File: config.mk
export PLATFORM = sky130hd
export DESIGN_NAME = rtc_calendar
export DESIGN_NICKNAME = d
export VERILOG_FILES = /design/src/rtc_cal_pkg.sv /design/src/rtc_calendar.sv
export SDC_FILE = /design/constraint.sdc
export NUM_CORES = 1
export LEC_CHECK = 0
export BUFFER_PORTS_ARGS = -buffer_cell sky130_fd_sc_hd__buf_2
export CAP_MARGIN = 5
export CORE_UTILIZATION = 57
export DETAILED_ROUTE_END_ITERATION = 10
export PLACE_DENSITY = 0.88
export SYNTH_ARGS = -nofsm -noshare
export SYNTH_HDL_FRONTEND = slang
export SYNTH_SLANG_ARGS = --single-unit
File: constraint.sdc
create_clock -name sys_clk -period 4.3 [get_ports sys_clk]
set_clock_uncertainty 0.05 [all_clocks]
set_input_delay 0.86 -clock sys_clk [delete_from_list [all_inputs] [get_ports sys_clk]]
set_output_delay 0.86 -clock sys_clk [all_outputs]
set_load 0.05 [all_outputs]
File: src/rtc_cal_pkg.sv
// Constants, field layouts and types shared by the calendar core
//
// Overview of operation
// Time register writable only in initialization mode
// Date register writable only in initialization mode
// Time holds BCD seconds, minutes, hours
// Time bit 22 flags PM half
// Date holds BCD day, month, year
// Date bits 15:13 hold weekday code
// Control bits 7,6,4 writable only in init
// Software avoids control rewrite during hour increment
// Hour adjust requests act at next second
// Bit 3 picks stamp edge, locked while enabled
// Bit 4 enables reference clock detection
// Bit 5 picks shadow or direct reads
// Software picks direct reads on slow bus
// Bit 6 picks 24-hour or AM/PM counting
// Bits 8, 12 enable alarm and interrupt
// Bits 11, 15 enable stamp and interrupt
// Bit 16 reads zero, adds one hour
// Bit 17 reads zero, subtracts hour unless zero
// Bit 18 is plain daylight-saving memo bit
// Bit 19 selects 512 Hz or 1 Hz output
// Bit 20 sets alarm pin level polarity
// Bits 22:21 select alarm output source
// Bit 23 enables calibration clock output
// Reserved bits read zero, ignore writes
package rtc_cal_pkg;

    // Register byte offsets
    localparam logic [3:0]  TIME_OFS       = 4'h0;
    localparam logic [3:0]  DATE_OFS       = 4'h4;
    localparam logic [3:0]  CTRL_OFS       = 4'h8;

    // Values after reset
    localparam logic [31:0] TIME_RST       = 32'h0000_0000;
    localparam logic [31:0] DATE_RST       = 32'h0000_2101;
    localparam logic [31:0] CTRL_RST       = 32'h0000_0000;

    // Implemented bits of each register
    localparam logic [31:0] TIME_MASK      = 32'h007f_7f7f;
    localparam logic [31:0] DATE_MASK      = 32'h00ff_ff3f;
    localparam logic [31:0] CTRL_MASK      = 32'h00fc_9978;
    localparam logic [31:0] CTRL_INIT_ONLY = 32'h0000_00d0;

    // Control field positions and the time PM flag
    localparam int          CTRL_TS_EDGE   = 3;
    localparam int          CTRL_REF_DET   = 4;
    localparam int          CTRL_DIRECT    = 5;
    localparam int          CTRL_HOUR_FMT  = 6;
    localparam int          CTRL_ALARM_ON  = 8;
    localparam int          CTRL_STAMP_ON  = 11;
    localparam int          CTRL_ALARM_IRQ = 12;
    localparam int          CTRL_STAMP_IRQ = 15;
    localparam int          CTRL_ADD_HR    = 16;
    localparam int          CTRL_SUB_HR    = 17;
    localparam int          CTRL_DST_MEMO  = 18;
    localparam int          CTRL_CAL_RATE  = 19;
    localparam int          CTRL_POLARITY  = 20;
    localparam int          CTRL_SRC_LO    = 21;
    localparam int          CTRL_CAL_ON    = 23;
    localparam int          TIME_PM        = 22;

    // Prescaler defaults and the divider tap for the fast calibration rate
    localparam logic [6:0]  ASYNC_PRESC_DEF = 7'h7f;
    localparam logic [14:0] SYNC_PRESC_DEF  = 15'h00ff;
    localparam int          CAL_FAST_TAP    = 5;

    // Alarm output source codes
    typedef enum logic [1:0] {
        SRC_OFF     = 2'b00,
        SRC_ALARM_A = 2'b01,
        SRC_RSV_2   = 2'b10,
        SRC_RSV_3   = 2'b11
    } alarm_src_t;

endpackage : rtc_cal_pkg

File: src/rtc_calendar.sv
// Calendar time, date and control registers behind a classic Wishbone slave
`timescale 1ns/100ps
module rtc_calendar
    import rtc_cal_pkg::*;
#(
    parameter logic [6:0]  ASYNC_PRESC = ASYNC_PRESC_DEF,
    parameter logic [14:0] SYNC_PRESC  = SYNC_PRESC_DEF
) (
    input  wire logic        sys_clk,
    input  wire logic        srst,
    // Wishbone slave
    input  wire logic        cyc_i,
    input  wire logic        stb_i,
    input  wire logic        we_i,
    input  wire logic [3:0]  adr_i,
    input  wire logic [3:0]  sel_i,
    input  wire logic [31:0] dat_i,
    output logic      [31:0] dat_o,
    output logic             ack_o,
    // Companion blocks
    input  wire logic        calendar_clock,
    input  wire logic        init_mode,
    input  wire logic        write_unlocked,
    input  wire logic        alarm_a_match_flag,
    // Control and calendar state for the rest of the clock
    output logic [31:0]      time_now,
    output logic [31:0]      date_now,
    output logic             stamp_edge_select,
    output logic             stamp_function_on,
    output logic             stamp_irq_on,
    output logic             alarm_a_on,
    output logic             alarm_a_irq_on,
    output logic             ref_clock_detect_on,
    output logic             dst_memo_bit,
    output logic             second_pulse,
    // Alarm / calibration pin
    output logic             cal_clock_output,
    output logic             cal_clock_output_oe
);

    logic [31:0] time_reg;          // Counting time register
    logic [31:0] date_reg;          // Counting date register
    logic [31:0] ctrl_reg;          // Control register
    logic [31:0] shadow_time;       // Bus-side copy of time
    logic [31:0] shadow_date;       // Bus-side copy of date
    logic        add_pending;       // Summer-time hour pending
    logic        sub_pending;       // Winter-time hour pending
    logic        cal_clock_q;       // Previous calendar clock level
    logic        shadow_phase;      // Alternates on calendar edges
    logic [6:0]  async_cnt;         // Fast prescaler stage
    logic [14:0] sync_cnt;          // Slow prescaler stage
    logic [31:0] wmask;             // Byte lanes expanded to bits
    logic        cal_edge;          // Rising calendar clock edge
    logic        sec_tick;          // One-second boundary
    logic        wr_go;             // Bus write taken this cycle
    logic        rd_go;             // Bus read taken this cycle
    logic        cal_wr;            // Calendar write allowed
    logic [31:0] next_time;         // Time after the second
    logic [31:0] next_date;         // Date after a day roll
    logic [31:0] ctrl_wmask;        // Writable control bits now
    logic        day_carry;         // Midnight crossed

    // Byte enables widened to a per-bit write mask
    for (genvar b = 0; b < 4; b++) begin : g_lane
        assign wmask[8*b +: 8] = {8{sel_i[b]}};
    end

    assign wr_go    = cyc_i & stb_i & we_i & ~ack_o;
    assign rd_go    = cyc_i & stb_i & ~we_i & ~ack_o;
    assign cal_wr   = wr_go & init_mode & write_unlocked;
    assign cal_edge = calendar_clock & ~cal_clock_q;
    assign sec_tick = cal_edge & ~init_mode & (async_cnt == ASYNC_PRESC)
                      & (sync_cnt == SYNC_PRESC);

    // Register-backed outputs
    assign time_now            = time_reg;
    assign date_now            = date_reg;
    assign stamp_edge_select   = ctrl_reg[CTRL_TS_EDGE];
    assign stamp_function_on   = ctrl_reg[CTRL_STAMP_ON];
    assign stamp_irq_on        = ctrl_reg[CTRL_STAMP_IRQ];
    assign alarm_a_on          = ctrl_reg[CTRL_ALARM_ON];
    assign alarm_a_irq_on      = ctrl_reg[CTRL_ALARM_IRQ];
    assign ref_clock_detect_on = ctrl_reg[CTRL_REF_DET];
    assign dst_memo_bit        = ctrl_reg[CTRL_DST_MEMO];

    // Hour forward: returns {carry, pm, hour}
    function automatic logic [7:0] hour_up(input logic [5:0] h, input logic fmt,
                                           input logic pm);
        logic [7:0] r;
        r = {1'b0, pm, h};
        if (!fmt && h == 6'h23) begin
            r = {1'b1, 1'b0, 6'h00};
        end else if (fmt && h == 6'h12) begin
            r = {1'b0, pm, 6'h01};
        end else if (fmt && h == 6'h11) begin
            r = {pm, ~pm, 6'h12};
        end else if (h[3:0] == 4'h9) begin
            r = {1'b0, pm, h[5:4] + 2'h1, 4'h0};
        end else begin
            r = {1'b0, pm, h[5:4], h[3:0] + 4'h1};
        end
        return r;
    endfunction : hour_up

    // Hour backward, never called with a zero hour: returns {pm, hour}
    function automatic logic [6:0] hour_down(input logic [5:0] h, input logic fmt,
                                             input logic pm);
        logic [6:0] r;
        if (fmt && h == 6'h01) begin
            r = {pm, 6'h12};
        end else if (fmt && h == 6'h12) begin
            r = {~pm, 6'h11};
        end else if (h[3:0] == 4'h0) begin
            r = {pm, h[5:4] - 2'h1, 4'h9};
        end else begin
            r = {pm, h[5:4], h[3:0] - 4'h1};
        end
        return r;
    endfunction : hour_down

    // Last day of the month in BCD, leap years every fourth year
    function automatic logic [5:0] month_end(input logic [4:0] mon,
                                             input logic [7:0] yr);
        logic leap;
        leap = yr[4] ? (yr[3:0] == 4'h2 || yr[3:0] == 4'h6)
                     : (yr[3:0] == 4'h0 || yr[3:0] == 4'h4 || yr[3:0] == 4'h8);
        case (mon)
            5'h02:   month_end = leap ? 6'h29 : 6'h28;
            5'h04, 5'h06, 5'h09, 5'h11: month_end = 6'h30;
            default: month_end = 6'h31;
        endcase
    endfunction : month_end

    // Next time: second carry ripple, then pending hour adjustments
    always_comb begin
        logic [7:0] up;
        logic [6:0] dn;
        logic       carry;
        next_time = time_reg;
        carry     = 1'b0;
        up        = 8'h00;
        dn        = 7'h00;
        if (time_reg[3:0] != 4'h9) begin
            next_time[3:0] = time_reg[3:0] + 4'h1;
        end else begin
            next_time[3:0] = 4'h0;
            if (time_reg[6:4] != 3'h5) begin
                next_time[6:4] = time_reg[6:4] + 3'h1;
            end else begin
                next_time[6:4] = 3'h0;
                if (time_reg[11:8] != 4'h9) begin
                    next_time[11:8] = time_reg[11:8] + 4'h1;
                end else begin
                    next_time[11:8] = 4'h0;
                    if (time_reg[14:12] != 3'h5) begin
                        next_time[14:12] = time_reg[14:12] + 3'h1;
                    end else begin
                        // Hour step rolls the date at midnight
                        next_time[14:12] = 3'h0;
                        up = hour_up(time_reg[21:16], ctrl_reg[CTRL_HOUR_FMT],
                                     time_reg[TIME_PM]);
                        next_time[22:16] = up[6:0];
                        carry = up[7];
                    end
                end
            end
        end
        // Requests taken from the bus wait for this boundary
        if (add_pending) begin
            up = hour_up(next_time[21:16], ctrl_reg[CTRL_HOUR_FMT],
                         next_time[TIME_PM]);
            next_time[22:16] = up[6:0];
            carry = carry | up[7];
        end else if (sub_pending && next_time[21:16] != 6'h00) begin
            dn = hour_down(next_time[21:16], ctrl_reg[CTRL_HOUR_FMT],
                           next_time[TIME_PM]);
            next_time[22:16] = dn;
        end
        day_carry = carry;
    end

    // Next date after a day roll, weekday follows when enabled
    always_comb begin
        next_date = date_reg;
        if (date_reg[5:0] == month_end(date_reg[12:8], date_reg[23:16])) begin
            next_date[5:0] = 6'h01;
            if (date_reg[12:8] == 5'h12) begin
                next_date[12:8] = 5'h01;
                if (date_reg[19:16] != 4'h9) begin
                    next_date[19:16] = date_reg[19:16] + 4'h1;
                end else begin
                    next_date[19:16] = 4'h0;
                    next_date[23:20] = (date_reg[23:20] == 4'h9) ? 4'h0 : date_reg[23:20] + 4'h1;
                end
            end else if (date_reg[11:8] == 4'h9) begin
                next_date[12:8] = 5'h10;
            end else begin
                next_date[11:8] = date_reg[11:8] + 4'h1;
            end
        end else if (date_reg[3:0] == 4'h9) begin
            next_date[5:0] = {date_reg[5:4] + 2'h1, 4'h0};
        end else begin
            next_date[3:0] = date_reg[3:0] + 4'h1;
        end
        // Code 0 keeps the weekday off; Sunday wraps to Monday
        if (date_reg[15:13] == 3'h7) begin
            next_date[15:13] = 3'h1;
        end else if (date_reg[15:13] != 3'h0) begin
            next_date[15:13] = date_reg[15:13] + 3'h1;
        end
    end

    // Control bits that this write may change
    always_comb begin
        ctrl_wmask = wmask & CTRL_MASK;
        if (!init_mode) begin
            ctrl_wmask = ctrl_wmask & ~CTRL_INIT_ONLY;
        end
        if (ctrl_reg[CTRL_STAMP_ON]) begin
            ctrl_wmask[CTRL_TS_EDGE] = 1'b0;
        end
    end

    // Calendar clock edge and prescaler chain; stopped in init mode
    always_ff @(posedge sys_clk) begin
        if (srst) begin
            cal_clock_q <= 1'b0;
            async_cnt   <= 7'h00;
            sync_cnt    <= 15'h0000;
        end else begin
            cal_clock_q <= calendar_clock;
            if (init_mode) begin
                async_cnt <= 7'h00;
                sync_cnt  <= 15'h0000;
            end else if (cal_edge) begin
                if (async_cnt == ASYNC_PRESC) begin
                    async_cnt <= 7'h00;
                    sync_cnt  <= (sync_cnt == SYNC_PRESC) ? 15'h0000
                                                          : sync_cnt + 15'h0001;
                end else begin
                    async_cnt <= async_cnt + 7'h01;
                end
            end
        end
    end

    // Time register: bus load in init mode, else counting
    always_ff @(posedge sys_clk) begin
        if (srst) begin
            time_reg <= TIME_RST;
        end else if (cal_wr && adr_i == TIME_OFS) begin
            time_reg <= ((time_reg & ~wmask) | (dat_i & wmask)) & TIME_MASK;
        end else if (sec_tick) begin
            time_reg <= next_time;
        end
    end

    // Date register: bus load in init mode, else rolls at midnight
    always_ff @(posedge sys_clk) begin
        if (srst) begin
            date_reg <= DATE_RST;
        end else if (cal_wr && adr_i == DATE_OFS) begin
            date_reg <= ((date_reg & ~wmask) | (dat_i & wmask)) & DATE_MASK;
        end else if (sec_tick && day_carry) begin
            date_reg <= next_date;
        end
    end

    // Control register; adjust request bits never stored
    always_ff @(posedge sys_clk) begin
        if (srst) begin
            ctrl_reg <= CTRL_RST;
        end else if (wr_go && write_unlocked && adr_i == CTRL_OFS) begin
            ctrl_reg <= (ctrl_reg & ~ctrl_wmask) | (dat_i & ctrl_wmask);
        end
    end

    // Hour adjust requests; a new request beats the clearing tick
    always_ff @(posedge sys_clk) begin
        if (srst) begin
            add_pending <= 1'b0;
            sub_pending <= 1'b0;
        end else begin
            if (wr_go && write_unlocked && !init_mode && adr_i == CTRL_OFS
                && sel_i[2]) begin
                add_pending <= dat_i[CTRL_ADD_HR] | (add_pending & ~sec_tick);
                sub_pending <= dat_i[CTRL_SUB_HR] | (sub_pending & ~sec_tick);
            end else if (sec_tick) begin
                add_pending <= 1'b0;
                sub_pending <= 1'b0;
            end
        end
    end

    // Shadow copies refresh on every second calendar edge
    always_ff @(posedge sys_clk) begin
        if (srst) begin
            shadow_phase <= 1'b0;
            shadow_time  <= TIME_RST;
            shadow_date  <= DATE_RST;
        end else if (cal_edge) begin
            shadow_phase <= ~shadow_phase;
            if (shadow_phase) begin
                shadow_time <= time_reg;
                shadow_date <= date_reg;
            end
        end
    end

    // Bus answer one cycle after the request; unmapped reads give zero
    always_ff @(posedge sys_clk) begin
        if (srst) begin
            ack_o <= 1'b0;
            dat_o <= 32'h0000_0000;
        end else begin
            ack_o <= cyc_i & stb_i & ~ack_o;
            if (rd_go) begin
                case (adr_i)
                    TIME_OFS: dat_o <= ctrl_reg[CTRL_DIRECT] ? time_reg
                                                             : shadow_time;
                    DATE_OFS: dat_o <= ctrl_reg[CTRL_DIRECT] ? date_reg
                                                             : shadow_date;
                    CTRL_OFS: dat_o <= ctrl_reg & CTRL_MASK;
                    default:  dat_o <= 32'h0000_0000;
                endcase
            end
        end
    end

    // Pin drive: calibration clock wins over the alarm level
    always_ff @(posedge sys_clk) begin
        if (srst) begin
            cal_clock_output    <= 1'b0;
            cal_clock_output_oe <= 1'b0;
            second_pulse        <= 1'b0;
        end else begin
            second_pulse <= sec_tick;
            if (ctrl_reg[CTRL_CAL_ON]) begin
                // Rates are exact only with default prescalers
                cal_clock_output    <= ctrl_reg[CTRL_CAL_RATE]
                                       ? (sync_cnt > (SYNC_PRESC >> 1))
                                       : async_cnt[CAL_FAST_TAP];
                cal_clock_output_oe <= 1'b1;
            end else if (ctrl_reg[CTRL_SRC_LO +: 2] == SRC_ALARM_A) begin
                cal_clock_output    <= alarm_a_match_flag ^ ctrl_reg[CTRL_POLARITY];
                cal_clock_output_oe <= 1'b1;
            end else begin
                cal_clock_output    <= 1'b0;
                cal_clock_output_oe <= 1'b0;
            end
        end
    end
endmodule : rtc_calendar

==> flow_summary.toml <==
[clock_tree]
cts_made_buffers = 17
cts.htree.levels = 4
worst_skew_pair.late_latency_ps = 440
cts.clk_slew.worst_paths_ps = 60
cts.path.max_buffers = 2
cts_hold_repair.buffers = 0
cts.sink_count = 153
root_buffer = "sky130_fd_sc_hd__clkbuf_16"
tritoncts = "done"

[sta]
achievable-frequency_ghz = 0.2487
worstMarginPinSlew_ps = 1214
slew_violations = 0
count_of_endpoints_failing_hold_in_the_final_timing_report = 0
post_route_fraction_of_the_period_consumed_by_the_critical_path = 0.9352
fin_crit_ps = 4021
maxSlewHeadroom = 0.1908
finalSetupViolations = 0

[global_route]
grt_start_max_net_pins = 60
grt-ovfl-total = 0
grt_first_pass_wirelength_um = 43200
first_global_vias = 8541
number_of_antenna_violations_at_the_first_check_in_global_routing = 0
overall_routing_resource_usage = 0.3418

[worst_setup_path]
crit_arrival_ps = 4340
cp_max_fo = 10
worst_setup_path_end_kind = "flop"
rrSetupSlack_ps = 280
worst_endpoint_required_time_ps = 4620
critPathKind = "reg -> reg"
setup.worst_path.start_class = "flop"

[power]
power.sequential.fraction = 0.432
peakVddDrop_uv = 339.1
clock_power_share = 0.512
power.switching_uw = 775.4
pwr-share-comb = 0.056
switching_share = 0.2349
p_per_area_nw_per_um2 = 319.3
power_after_layout_mw = 3.301
internal-power_mw = 2.525
leakagePower_nw = 3.864

[route]
detail-route-antenna-nets = 0
drt_first_pass_iters = 6
detailedRoute.firstIterationViolations = 995
remaining_drc_errors = 0
vias = 9055
vias_per_cell = 6.275
totalWireLength_um = 27180
avgRoutedWirePerCell_um = 18.84

[logic_synthesis]
synth-edff-count = 0
synthDistinctLibCells = 79
synth_area_leaders = "sky130_fd_sc_hd__dfxtp_1, sky130_fd_sc_hd__mux2i_1, sky130_fd_sc_hd__nand2_1"
asyncSetResetFlopFracSynth = 0
synth.largest_area_cell = "sky130_fd_sc_hd__dfxtp_1"
post-synth-top-area-fraction = 0.3459
synthesis.instances = 1142
yosys_warnings = 0
synth_seq_cells = 153
postSynthAreaPerCell_um2 = 7.755
synthMostInstantiatedCell = "sky130_fd_sc_hd__nand2_1"
netlist_top_cells_count = "sky130_fd_sc_hd__nand2_1, sky130_fd_sc_hd__dfxtp_1, sky130_fd_sc_hd__a21oi_1"
mappedNetlistArea_um2 = 8856
synth_top_flop_cell = "sky130_fd_sc_hd__dfxtp_1"
synth-seq-area-share = 0.3459

[floorplanning]
floorplan.initialDensity = 0.5826
die_width_um = 126.6
rows = 45
die_area_um2 = 16040
io_pins = 156
fp.coreArea_um2 = 15200
die_height_um = 126.6

[min_path]
worstHoldPathType = "reg -> reg"

[place]
io_buffers = 115
dp.final_hpwl_um = 18600
place_congestion = 0.9407

[finish]
nNetsFinal = 1305
antenna_cells_inserted = 0
post-route-util = 0.6800
areaGrowthSynthToFinish_pct = 16.73
drive_gt1_frac = 0.1936

[run_status]
outcome = "completed"

[run]
max_cap_violations = 0
placed cells by master (no fill, tap or decap), types with 30 or more instances in the layout:
master                    instances
sky130_fd_sc_hd__nand2_1        167
sky130_fd_sc_hd__dfxtp_1        146
sky130_fd_sc_hd__a21oi_1        121
sky130_fd_sc_hd__buf_2          114
sky130_fd_sc_hd__nor2_1         109
sky130_fd_sc_hd__mux2i_1         72
sky130_fd_sc_hd__buf_4           54
sky130_fd_sc_hd__nand3_1         48
sky130_fd_sc_hd__o21ai_0         45
sky130_fd_sc_hd__conb_1          30
power by group through the flow:
stage	sequential (mW)	clock, mW	combinational [mW]
final	1.43	1.69	0.186
after CTS	1.43	1.69	0.180
after detailed placement	1.46	0	0.179
after global placement	1.46	0	0.178
after floorplan	1.46	0	0.142
after global routing	1.42	1.75	0.192
critical path, cell delays in order, from the launching register on:
cell	delay, ps
sky130_fd_sc_hd__dfxtp_1	310
sky130_fd_sc_hd__nand4bb_4	230
sky130_fd_sc_hd__or4_4	560
sky130_fd_sc_hd__o31ai_1	260
sky130_fd_sc_hd__o31ai_1	130
sky130_fd_sc_hd__inv_1	90
sky130_fd_sc_hd__ha_1	160
sky130_fd_sc_hd__nand2_1	80
sky130_fd_sc_hd__or2_2	320
sky130_fd_sc_hd__nor2_1	100
sky130_fd_sc_hd__ha_1	170
sky130_fd_sc_hd__o21ai_0	90
sky130_fd_sc_hd__mux2i_1	200
sky130_fd_sc_hd__a31oi_2	100
sky130_fd_sc_hd__o211ai_2	300
sky130_fd_sc_hd__buf_6	170
sky130_fd_sc_hd__o211ai_4	120
sky130_fd_sc_hd__or3_1	390
sky130_fd_sc_hd__a21oi_1	110
timing repair:
action,CTS,global route
buffers inserted,0,1
hold endpoints to repair,0,0
resized for setup,0,11
setup endpoints to repair,0,17
worst paths after layout:
path,start,to,cells past startpoint
worst max-delay path,flop,flop,18
worst max register to register,flop,flop,18
worst min register to register,shadow_time[10],shadow_time[10],2
worst min-delay path,shadow_time[10],shadow_time[10],2
cell families after synthesis:
logic type,synth area share
AO/OA/AOI/OAI,0.2057
XOR/XNOR,0.03264
adder cells (fa/ha/maj),0.01978
buffers and inverters,0.07587
flip-flops,0.3459
multiplexers,0.08816
other,0.0004234
AND/OR/NAND/NOR,0.2316
final cells by class:
cell class / instances / area, µm²
Timing Repair Buffer: 169 / 987.2
Sequential cell: 153 / 3072
Inverter: 26 / 97.59
Clock inverter: 12 / 193.9
Clock buffer: 20 / 466.7
Multi-Input combinational cell: 875 / 5285
Tap cell: 188 / 235.2
Fill cell: 1220 / 4865
layer usage:
| metal | track usage | up-vias | wire length, µm |
|---|---|---|---|
| li1 | - | 4173 | - |
| met1 | 0.4213 | 4246 | 10490 |
| met2 | 0.5648 | 535 | 12790 |
| met3 | 0.07676 | 101 | 2792 |
| met4 | 0.1665 | 0 | 1114 |
| met5 | 0 | - | 0 |
metrics by stage:
stage | setup slack (ps) | hold WS (ps) | cell area, µm² | cells | setup TNS (ps)
after floorplan | 0.1568 | 385.7 | 8971 | 1171 | 0
after global placement | 247.6 | 389.9 | 9615 | 1410 | 0
after detailed placement | 174.5 | 394.9 | 9615 | 1410 | 0
after CTS | 158.0 | 404.0 | 10280 | 1442 | 0
after global routing | -3.184 | 418.7 | 10340 | 1443 | -3.184
final | 278.5 | 404.3 | 10340 | 1443 | 0
No activity file was read; power rests on OpenSTA's default activity.
